===== src/adcss_pkg.sv =====
// Package for the converter sense sequencer: offsets, fields, timing constants.
package adcss_pkg;
  localparam int unsigned CLK_HZ = 50000000;
  localparam int unsigned CONV_CYCLES = 12;
  localparam int unsigned INT_HOLD_CYCLES = 2;
  localparam int unsigned AUTO_FIRST = 0;
  localparam int unsigned AUTO_LAST = 10;
  localparam int unsigned ROBIN_LAST = 11;
  localparam int unsigned SWEEP_TIME_US = 696;
  localparam int unsigned CHAN_TIME_NS = 63330;
  localparam int unsigned CHAN_CYCLES = (CHAN_TIME_NS * (CLK_HZ / 1000000)) / 1000;
  localparam int unsigned SLOT_FIXED = CONV_CYCLES + INT_HOLD_CYCLES + 2;
  localparam logic [31:0] AUTO_MAP_RST = 32'h000007FF;
  localparam logic [7:0] REG_CTRL = 8'h00;
  localparam logic [7:0] REG_EN_DLY = 8'h04;
  localparam logic [7:0] REG_SMP = 8'h08;
  localparam logic [7:0] REG_STATUS = 8'h0C;
  localparam logic [7:0] REG_IRQ_ST = 8'h10;
  localparam logic [7:0] REG_IRQ_MASK = 8'h14;
  localparam logic [7:0] REG_LAST = 8'h18;
  localparam logic [7:0] REG_AUTO_MAP = 8'h1C;
  localparam logic [7:0] REG_RESULT0 = 8'h40;
  localparam int unsigned CTRL_EN = 0;
  localparam int unsigned CTRL_CONT = 1;
  localparam int unsigned CTRL_MODE_LO = 2;
  localparam int unsigned CTRL_CHAN_LO = 8;
  localparam int unsigned CTRL_AVG_LO = 16;
  localparam logic [15:0] EN_DLY_RST = 16'h0010;
  localparam logic [15:0] SMP_RST = 16'h0008;
  localparam logic [31:0] CTRL_RST = 32'h00010000;
  localparam int unsigned IRQ_DONE = 0;
  localparam int unsigned IRQ_SWEEP = 1;
  localparam int unsigned IRQ_AVG = 2;
  typedef enum logic [1:0] {
    ADCSS_MODE_SINGLE = 2'h0,
    ADCSS_MODE_ROBIN = 2'h1,
    ADCSS_MODE_ONCE = 2'h2
  } adcss_mode_t;
  typedef enum logic [5:0] {
    ADCSS_IDLE = 6'h01,
    ADCSS_ENWAIT = 6'h02,
    ADCSS_SAMPLE = 6'h04,
    ADCSS_CONVERT = 6'h08,
    ADCSS_INTHOLD = 6'h10,
    ADCSS_HALT = 6'h20
  } adcss_state_t;
endpackage : adcss_pkg


===== src/adcss_down_cnt.sv =====
// Loadable down counter used for the enable, sample and conversion periods.
`timescale 1ns/100ps
`default_nettype none
module adcss_down_cnt #(
  parameter int W = 16
) (
  input wire logic clk,
  input wire logic sys_rst,
  input wire logic load,
  input wire logic [W-1:0] load_val,
  output logic zero
);
  logic [W-1:0] cnt_q;
  logic [W-1:0] cnt_d;

  // Load wins; otherwise count down and stop at zero
  always_comb begin
    cnt_d = cnt_q;
    if (load) begin
      cnt_d = load_val;
    end else if (cnt_q != '0) begin
      cnt_d = cnt_q - W'(1);
    end
  end

  // Counter register
  always_ff @(posedge clk) begin
    if (sys_rst) begin
      cnt_q <= '0;
    end else begin
      cnt_q <= cnt_d;
    end
  end

  assign zero = (cnt_q == '0);
endmodule : adcss_down_cnt
`default_nettype wire


===== src/adcss_seq.sv =====
// Sense sequencer top: register port, mode state machine, converter handshake, results.
//
// Our own choices: the address-and-strobe port and the placing of the registers.
`timescale 1ns/100ps
`default_nettype none
module adcss_seq
  import adcss_pkg::*;
#(
  parameter int NCHAN = 32,
  parameter int DW = 10
) (
  input wire logic clk,
  input wire logic sys_rst,
  input wire logic [7:0] reg_addr,
  input wire logic [31:0] reg_wdata,
  input wire logic reg_wr,
  input wire logic reg_rd,
  output logic [31:0] reg_rdata,
  output logic irq,
  output logic adc_done_int,
  output logic [4:0] adc_chan_sel,
  output logic adc_sample,
  output logic adc_convert,
  input wire logic [DW-1:0] adc_code
);
  // Control registers
  logic [31:0] ctrl_q, ctrl_d;
  logic [15:0] en_dly_q, en_dly_d;
  logic [15:0] smp_q, smp_d;
  logic [2:0] irq_st_q, irq_st_d;
  logic [2:0] irq_mask_q, irq_mask_d;
  logic [31:0] auto_map_q, auto_map_d;
  logic [DW-1:0] last_q, last_d;
  logic [DW-1:0] result_q [NCHAN];
  logic [31:0] rdata_d;
  logic [7:0] res_off;
  logic irq_d;

  // Sequencer state
  adcss_state_t state_q, state_d;
  logic [4:0] chan_q, chan_d;
  logic [4:0] cur_q, cur_d;
  logic [1:0] hold_q, hold_d;
  logic [15:0] pace_gap;
  logic [2:0] ev;
  logic cnt_load;
  logic [15:0] cnt_val;
  logic cnt_zero;
  logic res_we;

  wire logic en = ctrl_q[CTRL_EN];
  wire logic cont = ctrl_q[CTRL_CONT];
  wire adcss_mode_t mode = adcss_mode_t'(ctrl_q[CTRL_MODE_LO +: 2]);
  wire logic [4:0] sel_chan = ctrl_q[CTRL_CHAN_LO +: 5];
  wire logic avg_bad = (ctrl_q[CTRL_AVG_LO +: 4] != 4'h1);

  // Next round-robin channel: 0..11 in order, wrapping back to the first
  function automatic logic [4:0] next_auto(input logic [4:0] c);
    next_auto = (c >= 5'(ROBIN_LAST)) ? 5'(AUTO_FIRST) : c + 5'h01;
  endfunction : next_auto

  // Slot pacing for the automatic modes: each channel slot is stretched to the
  // channel period by idling in the wait state. A long sample window eats the gap,
  // so slots then run longer than the period rather than cutting a phase short.
  always_comb begin
    pace_gap = 16'h0000;
    if (32'(smp_q) + SLOT_FIXED < CHAN_CYCLES) begin
      pace_gap = 16'(CHAN_CYCLES - SLOT_FIXED - 32'(smp_q));
    end
  end

  // One shared timer serves the programmable periods and the conversion period; the done hold counts on hold_q
  adcss_down_cnt #(.W(16)) u_cnt (
    .clk(clk),
    .sys_rst(sys_rst),
    .load(cnt_load),
    .load_val(cnt_val),
    .zero(cnt_zero)
  );

  // Mode state machine; a running conversion always completes before a change takes effect
  always_comb begin
    state_d = state_q;
    chan_d = chan_q;
    cur_d = cur_q;
    hold_d = hold_q;
    cnt_load = 1'b0;
    cnt_val = 16'h0000;
    res_we = 1'b0;
    ev = 3'h0;
    case (state_q)
      ADCSS_IDLE: begin
        if (en) begin
          state_d = ADCSS_ENWAIT;
          cnt_load = 1'b1;
          cnt_val = en_dly_q;
          chan_d = (mode == ADCSS_MODE_SINGLE) ? sel_chan : 5'(AUTO_FIRST);
        end
      end
      ADCSS_ENWAIT: begin
        if (!en) begin
          state_d = ADCSS_IDLE;
        end else if (cnt_zero) begin
          state_d = ADCSS_SAMPLE;
          cnt_load = 1'b1;
          cnt_val = smp_q;
          cur_d = chan_q; // Channel frozen for this conversion
        end
      end
      ADCSS_SAMPLE: begin
        if (cnt_zero) begin
          state_d = ADCSS_CONVERT;
          cnt_load = 1'b1;
          cnt_val = 16'(CONV_CYCLES - 1);
        end
      end
      ADCSS_CONVERT: begin
        if (cnt_zero) begin
          state_d = ADCSS_INTHOLD;
          res_we = 1'b1; // Whole code written in one edge
          hold_d = 2'(INT_HOLD_CYCLES - 1);
          ev[IRQ_DONE] = 1'b1;
        end
      end
      ADCSS_INTHOLD: begin
        hold_d = hold_q - 2'h1;
        if (hold_q == 2'h0) begin
          if (!en) begin
            state_d = ADCSS_IDLE;
          end else if (mode == ADCSS_MODE_SINGLE) begin
            chan_d = sel_chan;
            state_d = cont ? ADCSS_SAMPLE : ADCSS_HALT;
          end else if (mode == ADCSS_MODE_ONCE && cur_q >= 5'(AUTO_LAST)) begin
            state_d = ADCSS_HALT;
            ev[IRQ_SWEEP] = 1'b1;
          end else begin
            chan_d = (mode == ADCSS_MODE_ONCE) ? cur_q + 5'h01 : next_auto(cur_q);
            state_d = ADCSS_ENWAIT; // Idle out the rest of the channel slot
          end
          // Arm the timer for whichever phase comes next
          if (en && state_d == ADCSS_SAMPLE) begin
            cnt_load = 1'b1;
            cnt_val = smp_q;
            cur_d = chan_d;
          end else if (en && state_d == ADCSS_ENWAIT) begin
            cnt_load = 1'b1;
            cnt_val = pace_gap;
          end
        end
      end
      ADCSS_HALT: begin
        if (!en) begin
          state_d = ADCSS_IDLE; // Re-enable restarts with the enable delay
        end
      end
      default: begin
        state_d = ADCSS_IDLE;
      end
    endcase
    if (en && mode != ADCSS_MODE_SINGLE && avg_bad) begin
      ev[IRQ_AVG] = 1'b1; // Flags firmware misuse of averaging
    end
  end

  // Sequencer registers, all on the one core clock
  always_ff @(posedge clk) begin
    if (sys_rst) begin
      state_q <= ADCSS_IDLE;
      chan_q <= 5'h00;
      cur_q <= 5'h00;
      hold_q <= 2'h0;
    end else begin
      state_q <= state_d;
      chan_q <= chan_d;
      cur_q <= cur_d;
      hold_q <= hold_d;
    end
  end

  // Register writes; hardware set beats software clear on status bits
  always_comb begin
    ctrl_d = ctrl_q;
    en_dly_d = en_dly_q;
    smp_d = smp_q;
    irq_mask_d = irq_mask_q;
    auto_map_d = auto_map_q;
    irq_st_d = irq_st_q;
    // Code taken as delivered; divider scaling sits ahead of the converter
    last_d = res_we ? adc_code : last_q;
    if (reg_wr) begin
      if (reg_addr == REG_CTRL) begin
        ctrl_d = reg_wdata;
      end else if (reg_addr == REG_EN_DLY) begin
        en_dly_d = reg_wdata[15:0];
      end else if (reg_addr == REG_SMP) begin
        smp_d = reg_wdata[15:0];
      end else if (reg_addr == REG_IRQ_ST) begin
        irq_st_d = irq_st_q & ~reg_wdata[2:0];
      end else if (reg_addr == REG_IRQ_MASK) begin
        irq_mask_d = reg_wdata[2:0];
      end else if (reg_addr == REG_AUTO_MAP) begin
        auto_map_d = reg_wdata;
      end
    end
    irq_st_d = irq_st_d | ev;
    irq_d = |(irq_st_d & irq_mask_d);
  end

  // Offset into the result window; a plain address slice would alias the channels
  assign res_off = reg_addr - REG_RESULT0;

  // Read mux; reads have no side effect so the sequence is never disturbed
  always_comb begin
    rdata_d = 32'h00000000;
    if (reg_rd) begin
      if (reg_addr == REG_CTRL) begin
        rdata_d = ctrl_q;
      end else if (reg_addr == REG_EN_DLY) begin
        rdata_d = {16'h0000, en_dly_q};
      end else if (reg_addr == REG_SMP) begin
        rdata_d = {16'h0000, smp_q};
      end else if (reg_addr == REG_STATUS) begin
        rdata_d = {19'h00000, cur_q, 2'h0, state_q};
      end else if (reg_addr == REG_IRQ_ST) begin
        rdata_d = {29'h00000000, irq_st_q};
      end else if (reg_addr == REG_IRQ_MASK) begin
        rdata_d = {29'h00000000, irq_mask_q};
      end else if (reg_addr == REG_LAST) begin
        rdata_d = {22'h000000, last_q};
      end else if (reg_addr == REG_AUTO_MAP) begin
        rdata_d = auto_map_q;
      end else if (reg_addr >= REG_RESULT0 && res_off < 8'(4 * NCHAN) && reg_addr[1:0] == 2'h0) begin
        rdata_d = {22'h000000, result_q[res_off[6:2]]};
      end
    end
  end

  // Register file and registered outputs
  always_ff @(posedge clk) begin
    if (sys_rst) begin
      ctrl_q <= CTRL_RST;
      en_dly_q <= EN_DLY_RST;
      smp_q <= SMP_RST;
      irq_st_q <= 3'h0;
      irq_mask_q <= 3'h0;
      auto_map_q <= AUTO_MAP_RST;
      last_q <= '0;
      reg_rdata <= 32'h00000000;
      irq <= 1'b0;
      adc_done_int <= 1'b0;
      adc_chan_sel <= 5'h00;
      adc_sample <= 1'b0;
      adc_convert <= 1'b0;
    end else begin
      ctrl_q <= ctrl_d;
      en_dly_q <= en_dly_d;
      smp_q <= smp_d;
      irq_st_q <= irq_st_d;
      irq_mask_q <= irq_mask_d;
      auto_map_q <= auto_map_d;
      last_q <= last_d;
      reg_rdata <= rdata_d;
      irq <= irq_d;
      adc_done_int <= (state_d == ADCSS_INTHOLD); // Two-cycle pulse
      adc_chan_sel <= cur_d;
      adc_sample <= (state_d == ADCSS_SAMPLE);
      adc_convert <= (state_d == ADCSS_CONVERT);
    end
  end

  // Per-channel result store, written only on completion
  genvar gi;
  generate
    for (gi = 0; gi < NCHAN; gi++) begin : g_res
      always_ff @(posedge clk) begin
        if (sys_rst) begin
          result_q[gi] <= '0;
        end else if (res_we && cur_q == 5'(gi)) begin
          result_q[gi] <= adc_code;
        end
      end
    end
  endgenerate
endmodule : adcss_seq
`default_nettype wire


===== config.mk =====
export PLATFORM = sky130hd
export DESIGN_NAME = adcss_seq
export DESIGN_NICKNAME = d
export VERILOG_FILES = /design/src/adcss_pkg.sv /design/src/adcss_down_cnt.sv /design/src/adcss_seq.sv
export SDC_FILE = /design/constraint.sdc
export NUM_CORES = 1
export LEC_CHECK = 0
export ABC_AREA = 1
export BUFFER_PORTS_ARGS = -buffer_cell sky130_fd_sc_hd__clkbuf_2
export CAP_MARGIN = 5
export CELL_PAD_IN_SITES_DETAIL_PLACEMENT = 0
export CELL_PAD_IN_SITES_GLOBAL_PLACEMENT = 2
export CORE_MARGIN = 2
export CORE_UTILIZATION = 38
export CTS_BUF_LIST = sky130_fd_sc_hd__clkbuf_4 sky130_fd_sc_hd__clkbuf_8 sky130_fd_sc_hd__clkbuf_16
export DETAILED_ROUTE_END_ITERATION = 8
export MAX_ROUTING_LAYER = met4
export PLACE_DENSITY_LB_ADDON = 0.05
export SYNTH_ARGS = -nofsm -noshare
export SYNTH_HDL_FRONTEND = slang
export SYNTH_SLANG_ARGS = --single-unit

===== constraint.sdc =====
create_clock -name clk -period 3.3 [get_ports clk]
set_clock_uncertainty 0.2 [all_clocks]
set_input_delay 0.66 -clock clk [delete_from_list [all_inputs] [get_ports clk]]
set_output_delay 0.66 -clock clk [all_outputs]
set_load 0.02 [all_outputs]

## Word-level counts from Yosys, hierarchy flattened

Memory sizes are Yosys's and may differ from the RTL's.
Index checks and enable logic that the tools add are counted.

| cells by class | value |
|---|---|
| add/sub/neg operators | 6 |
| order comparisons | 5 |
| equality and inequality tests | 57 |
| multiplexer cells | 205 |
| bitwise gates (word level) | 42 |
| reduce and logical (&&, ||, !) cells | 60 |

Operator list:

| kind | number |
|---|---|
| two-way mux 10 bit | 33 |
| two-way mux 32 bit | 8 |
| two-way mux 16 bit | 9 |
| two-way mux 1 bit | 111 |
| == test 5 bit, second input constant | 16 |
| two-way mux 6 bit | 13 |
| case mux 16 bit (4 select lines) | 1 |
| two-way mux 5 bit | 12 |
| == test 5 x 4 -> 1 bit, second input constant | 8 |
| logical AND 1 bit | 39 |
| case mux 6 bit (6 select lines) | 1 |
| two-way mux 3 bit | 11 |
| == test 8 x 5 -> 1 bit, second input constant | 4 |
| bitwise OR 1 bit | 32 |
| == test 5 x 3 -> 1 bit, second input constant | 4 |
| case mux 5 bit (2 select lines) | 2 |
| == test 6 x 3 -> 1 bit, second input constant | 3 |
| adder 16 x 5 -> 17 bit, second input constant | 1 |
| less-than comparator 17 x 12 -> 1 bit, second input constant | 1 |
| == test 8 x 4 -> 1 bit, second input constant | 2 |
| logical NOT 16 bit | 1 |
| nonzero test 16 bit | 1 |
| subtractor 12 x 16 -> 16 bit, first input constant | 1 |
| subtractor 16 x 1 -> 16 bit, second input constant | 1 |
| other kinds (36) | 60 |

| word-level totals | value |
|---|---|
| flip-flop bits (word level) | 182 |
| memory bits (writable) | 320 |
| input bits | 54 |
| output and inout port bits | 41 |
| word-level logic and storage cells | 393 |
| memories | 1 |

Memory list:

| name | words | width | read ports | clocked after Yosys merged registers in | write ports | line | RTL |
|---|---|---|---|---|---|---|---|
| result_q | 32 | 10 | 1 | 0 | 32 | adcss_seq.sv:34 | `logic [DW-1:0] result_q [NCHAN];` |

## Logic depth before layout (Yosys ltp)

| logic depth | value |
|---|---|
| word-level depth | 14 |
| depth in mapped cells | 16 |
| gate-level depth less buffers | 15 |

## Cells and area by module

A second synthesis with hierarchy kept.

| unflattened totals | value |
|---|---|
| cell total of the unflattened synthesis | 2,822 |
| area total of the unflattened synthesis | 23,904.2 um^2 |

By module, submodules not included:

| module | times used | cells each | area each (um^2) | seq. area each (um^2) |
|---|---|---|---|---|
| adcss_seq | 1 | 2,643 | 22,789.4 | 12,932.4 |
| adcss_down_cnt | 1 | 179 | 1,114.8 | 320.3 |

## Least setup slack after synthesis

OpenSTA, ideal clock, no wires.

| timing path | value |
|---|---|
| kind | register to register |
| start point | register u_cnt.cnt_q[0] |
| end point | memory result_q[16][0] (enable) |
| library setup time | 391 ps |
| arrival time | 2,258 ps |
| data required time | 2,709 ps |
| slack | 451 ps |
| cell stages (with the launch flop) | 12 |
| path buffers | 1 |
| period minus slack after synthesis | 2,849 ps |
| cells stage by stage | dfxtp_1 -> inv_1 -> ha_1 -> nand3_1 -> nor2_1 -> nand3_1 -> nor2_4 -> inv_2 -> nor2_4 -> inv_2 -> clkbuf_1 -> o21ai_0 |

RTL lines:

| item | line | RTL |
|---|---|---|
| start, declared | adcss_down_cnt.sv:13 | `logic [W-1:0] cnt_q;` |
| start signal, assigned | adcss_down_cnt.sv:31 | `cnt_q <= cnt_d;` |
| end, declared | adcss_seq.sv:34 |  |

==> flow_summary.ini <==
[die]
die_y_um = 254
dieWidth_um = 254
num_rows = 91
start_util = 0.386
die_area_sq_um = 64800
core_area_sq_um = 61800
ios = 95

[power]
p_int_mw = 11.3
vdd_drop_max_v = 0.000393
leakagePower_nw = 11.4
p_comb_frac = 0.101
power_switching_mw = 3.78
pwr-share-clk = 0.436
swShare = 0.251
p_per_area_nw_per_um2 = 545
sequentialPowerShare = 0.464

[layout]
instances_no_fill = 3867
drive_gt1_frac = 0.130
nets = 3056
final-seq-area_sq_um = 13300
nFillCells = 6226
num_antenna_cells = 0
areaGrowthSynthToFinish_pct = 16.0
multi_input_area_sq_um = 9280

[place]
numPlacedInstances = 3767
io_buffer_count = 94
detailed_place_hpwl_mm = 57.2
routabilityCongestion = 0.899

[outcome]
status = finished clean

[sta]
slew_viol_final = 0
tns_ns = 0
hold_viol_final = 0
timing.final.crit_share = 0.868
slew_headroom = 0.410
min_period_ns = 2.87
grt_setup_unrepaired = false
clock.fmax_mhz = 349
setup_viol = 0
worst_pin_slew_ns = 0.876

[min_path]
min_to = ctrl_q[16]
hold_depth = 3
hp-class = in -> reg
hold_path.startpoint = reg_wdata[16]

[route]
wl_per_cell_um = 21.3
drtIter0Drc = 1519
drc = 0
drt.antenna.violating_nets = 0
drtPass1Iterations = 6
viasPerCell = 5.16
wl_mm = 82.5
vias = 19936

[worst_setup_path]
path_cells = inv_1 > ha_1 > nand3_1 > nor2_1 > nand3_1 > nor2_4 > inv_2 > nor2_4 > inv_2 > o21ai_0 > buf_4
critPathArrivalTime_ns = 2.98
rrSetupSlack_ns = 0.43
cp-end-kind = flop
reg2regPathDepth = 11
r2r_end = result_q[16][5]
crit_required_ns = 3.41
critPathMaxFanout = 15
slowest_delay_ns = 0.34
cp_slowest_cell = dfxtp_1
critPathKind = reg -> reg
rr_startpoint = u_cnt.cnt_q[0]
start_kind = flop

[yosys]
ys_seq_area_frac = 0.556
ys_ff_latch = 502
syn-num-nets = 2935
synth_ff_type = edfxtp_1
netlist_instances = 2868
synth_top_cell_by_area = edfxtp_1
synth-edff-count = 320
synth.most_common_cell = nand2_1
yosysWarnings = 0
synth_top_area_share = 0.403
synthTopCellsByCount = 782 x nand2_1, 595 x nor2_1, 320 x edfxtp_1
synth_area_sq_um = 23800
synth.area.top_cells = edfxtp_1 40%, dfxtp_1 15%, nand2_1 12%
synth-async-reset-ratio = 0
synthDistinctLibCells = 43
avgSynthCellArea_sq_um = 8.31

[grt]
top_usage_layer = met2
overflow = 0
grt_usage = 0.263
grt.met3_usage = 0.0291
met2_usage = 0.459
grt_pass1_wl_mm = 123
antenna_found_initial = 0
grt_max_degree = 70
grt_pass1_vias = 19657
grt_use_met1 = 0.319

[cts]
cts_max_level = 2
clk_pin_slew_ns = 0.06
cts_made_buffers = 57
clkLatencyLatePin_ns = 0.62
cts_tree = built
hold_buffers = 0
clockBufferDepth = 3
cts_resized = 0
postCtsSetupBuffers = 0
cts-root-buf = clkbuf_16
clkSinkCount = 502

[run]
cap_violations = 0
[kinds of logic after synthesis]
kind of cell | Yosys count | share of synthesized area
simple gates | 1622 | 0.287
compound gates | 388 | 0.0885
buf+inv | 326 | 0.0552
xor+xnor | 17 | 0.00625
flops | 502 | 0.556
fa+ha+maj | 13 | 0.00682
[layout make-up]
cell class	instances	share of cell area
well taps	837	0.0379
clock buffers	74	0.0577
inverters	172	0.0236
flip-flops and latches	502	0.479
repair buffers	216	0.0547
multi-input cells	2040	0.335
clock inverters	26	0.0117
[critical path: cells and delay by family (launching register included)]
kind,cells,cell delay (ns)
flops,1,0.34
compound gates,1,0.24
fa+ha+maj,1,0.23
simple gates,5,0.92
buf+inv,4,0.64
[layer usage]
layer  share of wire  wire, um
met1            0.42     34800
met2            0.51     41700
met3           0.043      3570
met4           0.029      2410
met5               0         0
[how the worst max path moves through the flow]
stage                   start         endpoint  slack (ns)  depth (start not counted)
2_1_floorplan  u_cnt.cnt_q[0]  result_q[16][0]        0.45                         11
3_3_place_gp      reg_addr[4]     reg_rdata[7]        0.08                         11
3_5_place_dp      reg_addr[6]     reg_rdata[4]        0.09                         14
4_1_cts        u_cnt.cnt_q[0]  result_q[16][0]        0.41                         10
5_1_grt        u_cnt.cnt_q[1]  result_q[17][2]        0.18                         10
6_report       u_cnt.cnt_q[0]  result_q[16][5]        0.43                         11
[per-stage QoR]
stage	worst slack, ns	power (mW)	instance area [sq um]	hold WS [ns]	util
2_1_floorplan	0.451	8.06	23800	0.229	-
3_3_place_gp	0.0826	8.64	25700	0.240	0.416
3_5_place_dp	0.0874	8.65	25700	0.247	0.416
4_1_cts	0.412	15.2	27700	0.0369	0.448
5_1_grt	0.182	15.7	27700	0.0680	0.448
6_report	0.435	15.1	27700	0.0678	0.448
[sequential cells by signal (all words and copies together), names as in the netlist, 6 cells and up]
register and count:
u_cnt.cnt_q 16, smp_q 16, last_q 10, result_q 320
auto_map_q 32, en_dly_q 16, ctrl_q 32, reg_rdata 32
state_q 6
[power by group through the flow]
stage | sequential (mW) | clock, mW | combinational [mW]
detailed placement | 7.13 | 0 | 1.52
finish | 6.99 | 6.57 | 1.52
floorplan | 7.10 | 0 | 0.960
global placement | 7.12 | 0 | 1.52
CTS | 6.99 | 6.70 | 1.53
global route | 7.01 | 6.96 | 1.70
[placed cells by master (no fill, tap or decap), types with 7 or more instances in the layout]
| cell type | count |
|---|---|
| nor2_1 | 594 |
| clkinv_1 | 8 |
| ha_1 | 13 |
| edfxtp_1 | 320 |
| buf_4 | 113 |
| nand4_1 | 40 |
| nand3_1 | 132 |
| xor2_1 | 14 |
| clkinv_2 | 10 |
| inv_2 | 22 |
| a21oi_1 | 135 |
| bufinv_16 | 7 |
| a221oi_1 | 17 |
| a31oi_1 | 15 |
| inv_1 | 146 |
| o22ai_1 | 16 |
| o21ai_1 | 13 |
| buf_12 | 10 |
| clkbuf_2 | 93 |
| nor2_4 | 13 |
| nand2_1 | 782 |
| nor3_1 | 7 |
| nand3_4 | 20 |
| o21ai_0 | 167 |
| dfxtp_1 | 182 |
| clkbuf_8 | 7 |
| clkbuf_16 | 57 |
| nor2_2 | 11 |
| clkbuf_4 | 10 |
| a22oi_1 | 12 |
| o211ai_1 | 7 |
(Power assumes the default switching activity.)
